$ cat src/pkg/osce_pkg.sv
// Function
// - zero filler during reset period only
// - nonzero filler on idle cycles afterwards
// - probe reply uses its own code
// - index match sends victim buffer flush
// - barrier notice only when export enabled
// - nonspeculative block read codes
// - speculative read codes only when enabled
// - read-with-victim codes only when enabled
// - dirty writeback code, clean notice when enabled
// - evict instruction makes evict command
// - victim follows evict atomically in victim mode
// - io read codes by mask size
// - io write codes by mask size
// - ownership upgrade codes
// - write hint claim codes, victim variant
// - speculative reads bypass when queue empty
// - validate bit clear on hit/victim/victim-mode
// - writeback directly after read-with-victim
// - clean notice directly after its read
// - three-bit upgrade enable per block state
// - two-bit write hint enable field
// - write hint enable encoding
// - upgrade enable encoding, 000 internal
// - validate bit set on nonspeculative commands
package osce_pkg;
    // command codes on the outbound link
    localparam logic [4:0] CMD_RESET_IDLE = 5'h00;
    localparam logic [4:0] CMD_PROBE_REPLY = 5'h01;
    localparam logic [4:0] CMD_NONZERO_IDLE = 5'h02;
    localparam logic [4:0] CMD_VB_FLUSH = 5'h03;
    localparam logic [4:0] CMD_DIRTY_WB = 5'h04;
    localparam logic [4:0] CMD_CLEAN_NOTICE = 5'h05;
    localparam logic [4:0] CMD_EVICT = 5'h06;
    localparam logic [4:0] CMD_BARRIER = 5'h07;
    localparam logic [4:0] CMD_IO_READ_BASE = 5'h08;
    localparam logic [4:0] CMD_IO_WRITE_BASE = 5'h0c;
    localparam logic [4:0] CMD_READ = 5'h10;
    localparam logic [4:0] CMD_READ_MOD = 5'h11;
    localparam logic [4:0] CMD_READ_INSTR = 5'h12;
    localparam logic [4:0] CMD_FETCH = 5'h13;
    localparam logic [4:0] CMD_SPEC_BIT = 5'h04;
    localparam logic [4:0] CMD_VIC_BIT = 5'h08;
    localparam logic [4:0] CMD_CLAIM_VIC = 5'h1b;
    localparam logic [4:0] CMD_CLEAN_UPG = 5'h1c;
    localparam logic [4:0] CMD_SHARED_UPG = 5'h1d;
    localparam logic [4:0] CMD_STC_UPG = 5'h1e;
    localparam logic [4:0] CMD_CLAIM = 5'h1f;
    // register offsets (byte addresses)
    localparam logic [3:0] OFS_CONFIG = 4'h0;
    localparam logic [3:0] OFS_STATUS = 4'h4;
    // config field positions
    localparam int CFG_BARRIER = 0;
    localparam int CFG_SPEC = 1;
    localparam int CFG_RDVIC = 2;
    localparam int CFG_CLEAN = 3;
    localparam int CFG_EVICT = 4;
    localparam int CFG_CLAIM_LO = 5;
    localparam int CFG_CLAIM_HI = 6;
    localparam int CFG_SETD_LO = 7;
    localparam int CFG_SETD_HI = 9;
    localparam int CFG_WIDTH = 10;
    localparam logic [9:0] CFG_RESET = 10'h000;
    // status field positions
    localparam int STS_RESET_DONE = 0;
    localparam int STS_BUSY = 1;
    // link edges in the forwarded-clock reset period
    localparam int RESET_LINK_EDGES = 16;
    // transaction kinds from the cache logic
    typedef enum logic [3:0] {
        OSCE_K_PROBE, OSCE_K_BARRIER, OSCE_K_READ, OSCE_K_READ_MOD, OSCE_K_READ_INSTR,
        OSCE_K_FETCH, OSCE_K_VICTIM, OSCE_K_EVICT, OSCE_K_IO_READ, OSCE_K_IO_WRITE,
        OSCE_K_UPGRADE, OSCE_K_STC_UPGRADE, OSCE_K_WRITE_HINT
    } osce_kind_t;
    // victim carried by a transaction
    typedef enum logic [1:0] {OSCE_V_NONE, OSCE_V_CLEAN, OSCE_V_DIRTY} osce_vic_t;
    // cached block state for upgrades
    typedef enum logic [1:0] {OSCE_S_CLEAN, OSCE_S_CLEAN_SHARED, OSCE_S_DIRTY_SHARED} osce_state_t;
endpackage
$ cat src/design/osce_encoder.sv
// Decided for this implementation: the placing of the registers and the plain strobed port.
`timescale 1ns/10ps
module osce_encoder #(
    parameter int RESET_EDGES = osce_pkg::RESET_LINK_EDGES
) (
    input wire logic clk_i,
    input wire logic rst_i,
    input wire logic link_clk_i,
    input wire logic [3:0] addr_i,
    input wire logic [31:0] wdata_i,
    input wire logic wr_i,
    input wire logic rd_i,
    output logic [31:0] rdata_o,
    input wire logic req_valid_i,
    input wire osce_pkg::osce_kind_t req_kind_i,
    input wire osce_pkg::osce_vic_t req_vic_i,
    input wire osce_pkg::osce_state_t req_state_i,
    input wire logic [1:0] req_mask_i,
    input wire logic [2:0] req_id_i,
    input wire logic [2:0] req_vic_id_i,
    input wire logic req_hit_i,
    input wire logic req_index_match_i,
    input wire logic req_queue_empty_i,
    output logic req_ready_o,
    output logic ack_internal_o,
    output logic [4:0] cmd_o,
    output logic validate_o,
    output logic [2:0] cmd_id_o,
    output logic cmd_tick_o
);
    // link clock synchroniser and edge finder
    logic link_s1_reg;
    logic link_s2_reg;
    logic link_s3_reg;
    logic link_tick;
    // forwarded-clock reset period
    logic [7:0] rst_cnt_reg;
    logic rst_done_reg;
    // software config
    logic [osce_pkg::CFG_WIDTH-1:0] cfg_reg;
    // pending commands, emitted in order one per link tick
    logic [4:0] slot_cmd_reg [3];
    logic slot_rv_reg [3];
    logic [2:0] slot_id_reg [3];
    logic [1:0] slot_cnt_reg;
    // planned commands for the request at the port
    logic [4:0] p_cmd [3];
    logic p_rv [3];
    logic [2:0] p_id [3];
    logic [1:0] p_cnt;
    logic p_ack;
    logic take;
    // decoded config bits
    logic barrier_en;
    logic spec_en;
    logic rdvic_en;
    logic clean_en;
    logic evict_en;
    logic [1:0] claim_en;
    logic [2:0] setd_en;

    assign barrier_en = cfg_reg[osce_pkg::CFG_BARRIER];
    assign spec_en = cfg_reg[osce_pkg::CFG_SPEC];
    assign rdvic_en = cfg_reg[osce_pkg::CFG_RDVIC];
    assign clean_en = cfg_reg[osce_pkg::CFG_CLEAN];
    assign evict_en = cfg_reg[osce_pkg::CFG_EVICT];
    assign claim_en = cfg_reg[osce_pkg::CFG_CLAIM_HI:osce_pkg::CFG_CLAIM_LO];
    assign setd_en = cfg_reg[osce_pkg::CFG_SETD_HI:osce_pkg::CFG_SETD_LO];
    assign take = req_valid_i && req_ready_o;
    assign link_tick = link_s2_reg && !link_s3_reg;

    // two flops before use; third only for the edge
    always_ff @(posedge clk_i or posedge rst_i) begin
        if (rst_i) begin
            link_s1_reg <= 1'b0;
            link_s2_reg <= 1'b0;
            link_s3_reg <= 1'b0;
        end else begin
            link_s1_reg <= link_clk_i;
            link_s2_reg <= link_s1_reg;
            link_s3_reg <= link_s2_reg;
        end
    end

    // count link edges until the reset period is over
    always_ff @(posedge clk_i or posedge rst_i) begin
        if (rst_i) begin
            rst_cnt_reg <= 8'h00;
            rst_done_reg <= 1'b0;
        end else if (!rst_done_reg && link_tick) begin
            // done flag never falls again, so zero filler stops for good
            if (rst_cnt_reg == 8'(RESET_EDGES - 1)) begin
                rst_done_reg <= 1'b1;
            end
            rst_cnt_reg <= rst_cnt_reg + 8'h01;
        end
    end

    // config register write
    always_ff @(posedge clk_i or posedge rst_i) begin
        if (rst_i) begin
            cfg_reg <= osce_pkg::CFG_RESET;
        end else if (wr_i && addr_i == osce_pkg::OFS_CONFIG) begin
            cfg_reg <= wdata_i[osce_pkg::CFG_WIDTH-1:0];
        end
    end

    // read data one cycle after the strobe; unmapped reads zero
    always_ff @(posedge clk_i or posedge rst_i) begin
        if (rst_i) begin
            rdata_o <= 32'h0000_0000;
        end else if (rd_i) begin
            case (addr_i)
                osce_pkg::OFS_CONFIG: begin
                    rdata_o <= {{(32-osce_pkg::CFG_WIDTH){1'b0}}, cfg_reg};
                end
                osce_pkg::OFS_STATUS: begin
                    rdata_o <= {30'h0, slot_cnt_reg != 2'd0, rst_done_reg};
                end
                default: begin
                    rdata_o <= 32'h0000_0000;
                end
            endcase
        end else begin
            rdata_o <= 32'h0000_0000;
        end
    end

    // plan the command sequence for the offered request
    always_comb begin
        logic [4:0] base;
        logic has_vic;
        logic [4:0] vic_cmd;
        logic is_read;
        logic spec;
        base = osce_pkg::CMD_READ;
        has_vic = 1'b0;
        vic_cmd = osce_pkg::CMD_DIRTY_WB;
        is_read = 1'b0;
        spec = 1'b0;
        p_cnt = 2'd0;
        p_ack = 1'b0;
        for (int i = 0; i < 3; i++) begin
            p_cmd[i] = osce_pkg::CMD_NONZERO_IDLE;
            p_rv[i] = 1'b1;
            p_id[i] = req_id_i;
        end
        // clean victims only leave the chip when reporting is on
        if (req_vic_i == osce_pkg::OSCE_V_DIRTY) begin
            has_vic = 1'b1;
            vic_cmd = osce_pkg::CMD_DIRTY_WB;
        end else if (req_vic_i == osce_pkg::OSCE_V_CLEAN && clean_en) begin
            has_vic = 1'b1;
            vic_cmd = osce_pkg::CMD_CLEAN_NOTICE;
        end
        // flush request goes ahead of the transaction that collided
        if (req_index_match_i) begin
            p_cmd[0] = osce_pkg::CMD_VB_FLUSH;
            p_cnt = 2'd1;
        end
        case (req_kind_i)
            osce_pkg::OSCE_K_PROBE: begin
                p_cmd[p_cnt] = osce_pkg::CMD_PROBE_REPLY;
                p_id[p_cnt] = req_vic_id_i;
                p_cnt = p_cnt + 2'd1;
            end
            osce_pkg::OSCE_K_BARRIER: begin
                if (barrier_en) begin
                    p_cmd[p_cnt] = osce_pkg::CMD_BARRIER;
                    p_cnt = p_cnt + 2'd1;
                end else begin
                    p_ack = 1'b1;
                end
            end
            osce_pkg::OSCE_K_READ: begin
                base = osce_pkg::CMD_READ;
                is_read = 1'b1;
            end
            osce_pkg::OSCE_K_READ_MOD: begin
                base = osce_pkg::CMD_READ_MOD;
                is_read = 1'b1;
            end
            osce_pkg::OSCE_K_READ_INSTR: begin
                base = osce_pkg::CMD_READ_INSTR;
                is_read = 1'b1;
            end
            osce_pkg::OSCE_K_FETCH: begin
                base = osce_pkg::CMD_FETCH;
                is_read = 1'b1;
            end
            osce_pkg::OSCE_K_VICTIM: begin
                if (has_vic) begin
                    p_cmd[p_cnt] = vic_cmd;
                    p_id[p_cnt] = req_vic_id_i;
                    p_cnt = p_cnt + 2'd1;
                end else begin
                    p_ack = 1'b1;
                end
            end
            osce_pkg::OSCE_K_EVICT: begin
                if (evict_en) begin
                    p_cmd[p_cnt] = osce_pkg::CMD_EVICT;
                    p_cnt = p_cnt + 2'd1;
                end else if (!has_vic) begin
                    p_ack = 1'b1;
                end
                // victim rides right behind the evict, or alone
                if (has_vic) begin
                    p_cmd[p_cnt] = vic_cmd;
                    p_id[p_cnt] = req_vic_id_i;
                    p_cnt = p_cnt + 2'd1;
                end
            end
            osce_pkg::OSCE_K_IO_READ: begin
                p_cmd[p_cnt] = osce_pkg::CMD_IO_READ_BASE | {3'b000, req_mask_i};
                p_cnt = p_cnt + 2'd1;
            end
            osce_pkg::OSCE_K_IO_WRITE: begin
                p_cmd[p_cnt] = osce_pkg::CMD_IO_WRITE_BASE | {3'b000, req_mask_i};
                p_cnt = p_cnt + 2'd1;
            end
            osce_pkg::OSCE_K_UPGRADE, osce_pkg::OSCE_K_STC_UPGRADE: begin
                // one enable bit per block state, high to low DS/CS/C
                if ((req_state_i == osce_pkg::OSCE_S_CLEAN && setd_en[0]) ||
                    (req_state_i == osce_pkg::OSCE_S_CLEAN_SHARED && setd_en[1]) ||
                    (req_state_i == osce_pkg::OSCE_S_DIRTY_SHARED && setd_en[2])) begin
                    if (req_kind_i == osce_pkg::OSCE_K_STC_UPGRADE) begin
                        p_cmd[p_cnt] = osce_pkg::CMD_STC_UPG;
                    end else if (req_state_i == osce_pkg::OSCE_S_CLEAN) begin
                        p_cmd[p_cnt] = osce_pkg::CMD_CLEAN_UPG;
                    end else begin
                        p_cmd[p_cnt] = osce_pkg::CMD_SHARED_UPG;
                    end
                    p_cnt = p_cnt + 2'd1;
                end else begin
                    p_ack = 1'b1;
                end
            end
            osce_pkg::OSCE_K_WRITE_HINT: begin
                if (!claim_en[0]) begin
                    base = osce_pkg::CMD_READ_MOD;
                    is_read = 1'b1;
                end else if (!claim_en[1]) begin
                    p_ack = 1'b1;
                end else begin
                    if (rdvic_en && has_vic) begin
                        p_cmd[p_cnt] = osce_pkg::CMD_CLAIM_VIC;
                    end else begin
                        p_cmd[p_cnt] = osce_pkg::CMD_CLAIM;
                    end
                    p_cnt = p_cnt + 2'd1;
                    if (has_vic) begin
                        p_cmd[p_cnt] = vic_cmd;
                        p_id[p_cnt] = req_vic_id_i;
                        p_cnt = p_cnt + 2'd1;
                    end
                end
            end
            default: begin
                p_ack = 1'b1;
            end
        endcase
        // block reads: victim variant, speculative variant or plain
        if (is_read) begin
            spec = spec_en && req_queue_empty_i;
            if (rdvic_en && has_vic && base != osce_pkg::CMD_FETCH) begin
                p_cmd[p_cnt] = base | osce_pkg::CMD_VIC_BIT;
                p_cnt = p_cnt + 2'd1;
            end else if (spec) begin
                p_cmd[p_cnt] = base | osce_pkg::CMD_SPEC_BIT;
                p_rv[p_cnt] = !(req_hit_i || rdvic_en || req_vic_i != osce_pkg::OSCE_V_NONE);
                p_cnt = p_cnt + 2'd1;
            end else if (!req_hit_i) begin
                p_cmd[p_cnt] = base;
                p_cnt = p_cnt + 2'd1;
            end else if (!has_vic && !req_index_match_i) begin
                p_ack = 1'b1;
            end
            // victim sits directly behind its read, or goes alone when a hit sends no read
            if (has_vic) begin
                p_cmd[p_cnt] = vic_cmd;
                p_id[p_cnt] = req_vic_id_i;
                p_cnt = p_cnt + 2'd1;
            end
        end
    end

    // command slots: load on take, shift out on each link tick
    always_ff @(posedge clk_i or posedge rst_i) begin
        if (rst_i) begin
            slot_cnt_reg <= 2'd0;
            for (int i = 0; i < 3; i++) begin
                slot_cmd_reg[i] <= osce_pkg::CMD_NONZERO_IDLE;
                slot_rv_reg[i] <= 1'b1;
                slot_id_reg[i] <= 3'h0;
            end
        end else if (take) begin
            slot_cnt_reg <= p_cnt;
            for (int i = 0; i < 3; i++) begin
                slot_cmd_reg[i] <= p_cmd[i];
                slot_rv_reg[i] <= p_rv[i];
                slot_id_reg[i] <= p_id[i];
            end
        end else if (link_tick && slot_cnt_reg != 2'd0) begin
            // shifting keeps pairs back to back with nothing between
            slot_cnt_reg <= slot_cnt_reg - 2'd1;
            for (int i = 0; i < 2; i++) begin
                slot_cmd_reg[i] <= slot_cmd_reg[i+1];
                slot_rv_reg[i] <= slot_rv_reg[i+1];
                slot_id_reg[i] <= slot_id_reg[i+1];
            end
        end
    end

    // ready only when slots empty, period over and no tick pending
    always_ff @(posedge clk_i or posedge rst_i) begin
        if (rst_i) begin
            req_ready_o <= 1'b0;
            ack_internal_o <= 1'b0;
        end else begin
            req_ready_o <= rst_done_reg && !take && !link_tick &&
                           (slot_cnt_reg == 2'd0 ||
                            (slot_cnt_reg == 2'd1 && link_tick));
            ack_internal_o <= take && p_ack;
        end
    end

    // link output: one command per tick, filler when nothing pending
    always_ff @(posedge clk_i or posedge rst_i) begin
        if (rst_i) begin
            cmd_o <= osce_pkg::CMD_RESET_IDLE;
            validate_o <= 1'b0;
            cmd_id_o <= 3'h0;
            cmd_tick_o <= 1'b0;
        end else begin
            cmd_tick_o <= link_tick;
            if (link_tick) begin
                if (!rst_done_reg) begin
                    cmd_o <= osce_pkg::CMD_RESET_IDLE;
                    validate_o <= 1'b0;
                    cmd_id_o <= 3'h0;
                end else if (slot_cnt_reg != 2'd0) begin
                    cmd_o <= slot_cmd_reg[0];
                    validate_o <= slot_rv_reg[0];
                    cmd_id_o <= slot_id_reg[0];
                end else begin
                    cmd_o <= osce_pkg::CMD_NONZERO_IDLE;
                    validate_o <= 1'b0;
                    cmd_id_o <= 3'h0;
                end
            end
        end
    end
endmodule

$ cat config.mk
export PLATFORM = sky130hd
export DESIGN_NAME = osce_encoder
export DESIGN_NICKNAME = d
export VERILOG_FILES = /design/src/pkg/osce_pkg.sv /design/src/design/osce_encoder.sv
export SDC_FILE = /design/constraint.sdc
export NUM_CORES = 1
export LEC_CHECK = 0
export ABC_CLOCK_PERIOD_IN_PS = 10600
export BUFFER_PORTS_ARGS = -buffer_cell sky130_fd_sc_hd__buf_2
export CAP_MARGIN = 20
export CORE_MARGIN = 1
export CORE_UTILIZATION = 50
export DETAILED_ROUTE_END_ITERATION = 10
export HOLD_SLACK_MARGIN = 0.06
export PLACE_DENSITY_LB_ADDON = 0.05
export SLEW_MARGIN = 5
export SYNTH_ARGS = -nofsm -noshare
export SYNTH_HDL_FRONTEND = slang
export SYNTH_SLANG_ARGS = --single-unit
$ cat constraint.sdc
create_clock -name clk_i -period 10.6 [get_ports clk_i]
set_input_delay 1.59 -clock clk_i [delete_from_list [all_inputs] [get_ports clk_i]]
set_output_delay 1.59 -clock clk_i [all_outputs]
set_load 0.005 [all_outputs]
After elaboration in Yosys (flattened, before gate mapping) --
Cells that the tools add are included. W data, S select, Z words.
Operators by class: multiplexer cells 120, order comparisons 10, bitwise logic cells 29, eq/ne operators 20, add/subtract/negate cells 7, reductions and logical operators 47
Operators with widths (number):
- $mux W15 | 21
- $bwmux W15 | 9
- $pmux W15 S8 | 1
- $mux W9 | 7
- $demux W5 S2 | 5
- $mux W2 | 19
- $bwmux W9 | 4
- $pmux W9 S4 | 1
- $mux W5 | 7
- $mux W32 | 1
- $mux W3 | 9
- $demux W3 S2 | 4
- $or A12 B12 Y12 | 2
- $logic_and A1 B1 Y1 | 23
- $mux W1 | 22
- $eq A4 B3 Y1 const B | 5
- $eq A4 B4 Y1 const B | 5
- $mux W10 | 2
- $pmux W10 S2 | 1
- $ge A3 B3 Y1 const B | 5
- $lt A3 B1 Y1 const B | 5
- $not A2 Y3 | 5
- $or A15 B15 Y15 | 1
- $and A9 B12 Y12 const A | 1
- 39 further kinds | 68
Storage, ports and cells: logic and storage cells 256, flip-flop bits (word level) 95, bits of input ports 61, output and inout port bits 44

Longest topological paths before layout --
word-level depth 26, mapped depth 18, depth with buffers taken out 16

Least setup slack after synthesis --
Ideal clock, no wire load.
path kind in2reg, start input port req_vic_i[1], end register slot_id_reg[3] (netlist bit), stages on the path 18, library setup time 0.126 ns, setup slack 5.631 ns, path buffers 2, arrival 4.843 ns, data required time 10.474 ns, cell sequence and3b_1 > nor2_1 > inv_1 > buf_2 > buf_2 > ha_1 > inv_1 > a32oi_1 > o22ai_1 > o32ai_4 > inv_1 > ha_1 > mux2_2 > ha_1 > and3_1 > a21oi_1 > nor2_1 > a221o_1
Between the ends: cells in the longest elaborated chain, start to end 22, elaborated cells between the ends (all ways) 34, classes of those cells add/sub: 1; order compare: 2; eq/ne: 2; mux: 24; bitwise: 1; reduce/logical: 4
Ends and longest elaborated chain:
- from (decl) | line osce_encoder.sv:16 | input wire osce_pkg::osce_vic_t req_vic_i,
- $eq A2 B1 Y1 | line osce_encoder.sv:152 | end else if (req_vic_i == osce_pkg::OSCE_V_CLEAN && clean_en) begin
- $logic_and A1 B1 Y1 | line osce_encoder.sv:152
- $mux W1 | line osce_encoder.sv:152
- $mux W1 (*) | line osce_encoder.sv:149 | if (req_vic_i == osce_pkg::OSCE_V_DIRTY) begin
- $mux W2 | line osce_encoder.sv:252 | if (has_vic) begin
- $mux W2 | line osce_encoder.sv:243 | end else if (!claim_en[1]) begin
- $mux W2 | line osce_encoder.sv:240 | if (!claim_en[0]) begin
- $pmux W2 S6 | line osce_encoder.sv:161 | case (req_kind_i)
- [... 6 more ...]
- $ge A3 B3 Y1 (not written as such) or $lt A3 B1 Y1 (tied branches) | line osce_encoder.sv:282 | p_id[p_cnt] = req_vic_id_i;
- $logic_and A1 B1 Y1 (not written as such) | line osce_encoder.sv:282
- $mux W3 (not written as such) | line osce_encoder.sv:282
- $demux W3 S2 | line osce_encoder.sv:282
- $bwmux W9 | line osce_encoder.sv:282
- $mux W9 | line osce_encoder.sv:280 | if (has_vic) begin
- $mux W9 (*) | line osce_encoder.sv:264 | if (is_read) begin
- $mux W6 (*) | line osce_encoder.sv:297 | end else if (take) begin
- to (signal, indexed assignment) | line osce_encoder.sv:302 | slot_id_reg[i] <= p_id[i];
- to (signal, indexed assignment) | line osce_encoder.sv:310 | slot_id_reg[i] <= slot_id_reg[i+1];
- to (decl) | line osce_encoder.sv:44 | logic [2:0] slot_id_reg [3];
Every way passes the cells marked *; elsewhere a longest branch is shown, timed or not. The select of a mux whose other input is x is not followed. A chain may end at the register's enable or synchronous reset.

Worst setup path in the final report --
start input port req_vic_i[0], end register slot_cmd_reg[7] (netlist bit)
Between the ends: cells in the longest elaborated chain, start to end 23, elaborated cells between the ends (all ways) 52, classes of those cells add/sub: 1; order compare: 4; eq/ne: 2; mux: 38; bitwise: 2; reduce/logical: 5
Ends and longest elaborated chain:
- $eq A2 B1 Y1 | line osce_encoder.sv:152
- $logic_and A1 B1 Y1 | line osce_encoder.sv:152
- $mux W1 | line osce_encoder.sv:152
- $mux W1 (*) | line osce_encoder.sv:149
- branches (longest 17 deep; another with $ge A3 B3 Y1)
- $mux W15 (*) | line osce_encoder.sv:264
- $mux W10 (*) | line osce_encoder.sv:297
- to (signal, indexed assignment) | line osce_encoder.sv:293 | slot_cmd_reg[i] <= osce_pkg::CMD_NONZERO_IDLE;
- to (signal, indexed assignment) | line osce_encoder.sv:300 | slot_cmd_reg[i] <= p_cmd[i];
- to (signal, indexed assignment) | line osce_encoder.sv:308 | slot_cmd_reg[i] <= slot_cmd_reg[i+1];
- to (decl) | line osce_encoder.sv:42 | logic [4:0] slot_cmd_reg [3];
Mark *: on every way between the ends. The select of a mux whose other input is x is not followed.

==> impl_metrics.yaml <==
status:
  status: "completed"
routing:
  route.vias.total: 4238
  avgRoutedWirePerCell_microns: 17.9
  remaining_drc_errors: 0
  vias_per_cell: 5.95
  ant_nets: 0
  firstDrtPassIters: 5
  drt_wl_total_microns: 12700
  initialDrtViolationCount: 304
power:
  intPower_uw: 601
  power_frac_comb_pct: 28.5
  power.share.switching_pct: 34.4
  leakagePower_nw: 2.46
  peakVddDrop_v: 0.0000751
  p_sw_uw: 315
  finalPower_uw: 916
  pwr-share-clk_pct: 27.2
  power.density_nw_per_um2: 173
  pwr-share-seq_pct: 44.3
global_routing:
  grt_max_degree: 74
  grt.overflow.total: 0
  grt_pass1_vias: 3988
  antenna_found_initial: 0
  grtUsageTotal_pct: 26.8
  grt_pass1_wl_microns: 20900
clock_network:
  clock-sinks: 73
  cts_buffers: 9
  cts_tree: "done"
  clock-root-buffer: "clkbuf_8"
  cts_hold_buf: 0
  clk_latency_ps: 360
  cts_resized: 0
  cts_buffer_depth: 2
  cts_setup_buffers: 0
  h-tree-depth: 3
  clk_pin_slew_ps: 80
final_layout:
  area_growth_pct: 9.85
  largest_register_ffs: 15
  drive_above_1_share_pct: 19.6
  fin_util_pct: 57.0
  fin_nets: 659
  fillerInstances: 896
  layoutNonFillerInstCount: 712
  antenna-diode-count: 0
  finalInstanceArea_sq_um: 5290
critical_path:
  crit_path_end_kind: "flop"
  required_ps: 10840
  worst_ep_arrival_time_ps: 5680
  critPathLaunchType: "input pin"
  crit_type: "input pin to flop"
  worstPathMaxFanout: 12
sta:
  fin_skew_ps: 18.1
  relSlewSlack_pct: 37.6
  fmax_mhz: 184
  worst_pin_slew_ps: 935
  rsz0062_at_grt: "false"
  min_period_over_period_pct: 51.3
  tns_ps: 0
  fin_ws_ps: 5160
  slew_violations: 0
  hold_ws_ps: 372
  setup_viol: 0
  fin_crit_ps: 5440
  hold_viol_final: 0
place:
  placed_cells: 696
  port_buffers: 60
  postPlaceCellArea_sq_um: 5070
  finalWeightedCongestion: 0.956
  place_ws_ps: 4870
  place_hpwl_microns: 9000
yosys:
  async_flop_share_pct: 100
  yosys.area.top_type_share_pct: 34.8
  ys_warn_count: 0
  synth-main-ff-cell: "dfrtp_1"
  synthDistinctLibCells: 67
  synthTopCellsByArea: "dfrtp_1 35%, ha_1 5.2%, nand2_1 4.4%"
  netlist.top_cell.by_area: "dfrtp_1"
  synth_seq_cells: 73
  synth-edff-count: 0
  synthCells: 537
  ys_seq_area_share_pct: 38.1
  avgSynthCellArea_sq_um: 8.96
  synth_area_sq_um: 4810
floorplanning:
  core-area_sq_um: 9280
  start_util_pct: 51.8
  fp.dieW_microns: 100
  die_area_sq_um: 10000
  die_height_microns: 100
  boundaryPins: 105
  num_rows: 35
hold_path:
  min_path_type: "flop to flop"
job:
  drv_cap: 0
## cells by family (layout without fill, tap and decap cells)
kind of cell	count (synthesis)	count (layout)	synth area share (%)
simple gates	183	183	19.5
flops	73	73	38.1
buf+inv	74	99	8.16
compound gates	154	154	22.2
fa+ha+maj	20	20	5.20
other cells	1	22	0.0779
xor+xnor	12	12	2.18
mux	20	20	4.50
## layer usage
layer | GRT usage (%) | share of wire (%)
met5 | 0 | 0
met4 | 9.70 | 2.9
met3 | 4.67 | 5.8
met2 | 41.4 | 46
met1 | 37.9 | 46
## Yosys cell counts (all sizes together) (2+ instances only)
| library cell | count |
|---|---|
| a211oi | 6 |
| a21o | 4 |
| a21oi | 34 |
| a221o | 3 |
| a22o | 15 |
| a22oi | 8 |
| a31o | 2 |
| a31oi | 17 |
| a32o | 4 |
| a32oi | 4 |
| and2 | 11 |
| and3 | 3 |
| and3b | 4 |
| buf | 41 |
| clkbuf | 16 |
| dfrtp | 67 |
| dfstp | 6 |
| ha | 20 |
| inv | 17 |
| mux2 | 13 |
| mux2i | 7 |
| nand2 | 58 |
| nand2b | 8 |
| nand3 | 19 |
| nand3b | 4 |
| nand4 | 4 |
| nor2 | 32 |
| nor2b | 6 |
| nor3 | 12 |
| nor3b | 5 |
| nor4 | 6 |
| o211ai | 6 |
| o21ai | 29 |
| o221ai | 3 |
| o22ai | 6 |
| or2 | 3 |
| or4 | 2 |
| xnor2 | 9 |
| xor2 | 3 |
## layout by cell type, fill, tap and decap left out, types with 11 or more instances in the layout
master   count
inv_1       16
nor3_1      11
nand2_1     57
nor2_1      32
buf_2       60
o21ai_0     28
and2_1      11
a31oi_1     17
nand3_1     19
conb_1      22
mux2_2      13
dfrtp_1     67
a22o_1      15
a21oi_1     34
ha_1        20
## path summary, 6_finish.rpt
path	startpoint	endpoint	slack, ps	depth (start not counted)
setup / recovery	req_vic_i[0]	slot_cmd_reg[7]	5160	17
hold / removal	link_s1_reg	link_s2_reg	370	0
setup reg to reg	cfg_reg[3]	slot_cmd_reg[7]	6080	16
hold reg to reg	link_s1_reg	link_s2_reg	370	0
max in group asynchronous	rst_i	slot_cmd_reg[3]	8530	3
min in group asynchronous	rst_i	rdata_o[5]	1500	3
## critical path: stages
cell,delay [ps]
buf_2,120
and3b_1,340
nor2_1,370
inv_1,230
ha_1,320
inv_1,30
a32oi_1,180
o22ai_1,130
o32ai_4,410
inv_1,90
ha_1,340
mux2_2,290
ha_1,210
and3_1,210
nor2_1,410
o211ai_1,240
a2bb2oi_1,180
## final cells by class
| type | count | area (sq um) | share of cell area, % |
|---|---|---|---|
| multi-input combinational | 411 | 2670 | 50.4 |
| inverter | 17 | 63.8 | 1.21 |
| sequential | 73 | 1830 | 34.7 |
| tap | 129 | 161 | 3.05 |
| clock inverter | 6 | 90.1 | 1.70 |
| clock buffer | 10 | 128 | 2.41 |
| timing repair buffer | 66 | 345 | 6.53 |
## power by group through the flow
stage | Clock (mW) | Combinational [mW] | Sequential [mW]
global route | 0.263 | 0.297 | 0.416
CTS | 0.252 | 0.261 | 0.406
global placement | 0 | 0.253 | 0.409
finish | 0.249 | 0.261 | 0.406
detailed placement | 0 | 0.259 | 0.412
floorplan | 0 | 0.202 | 0.395
Power figures use the tool's default switching activity.
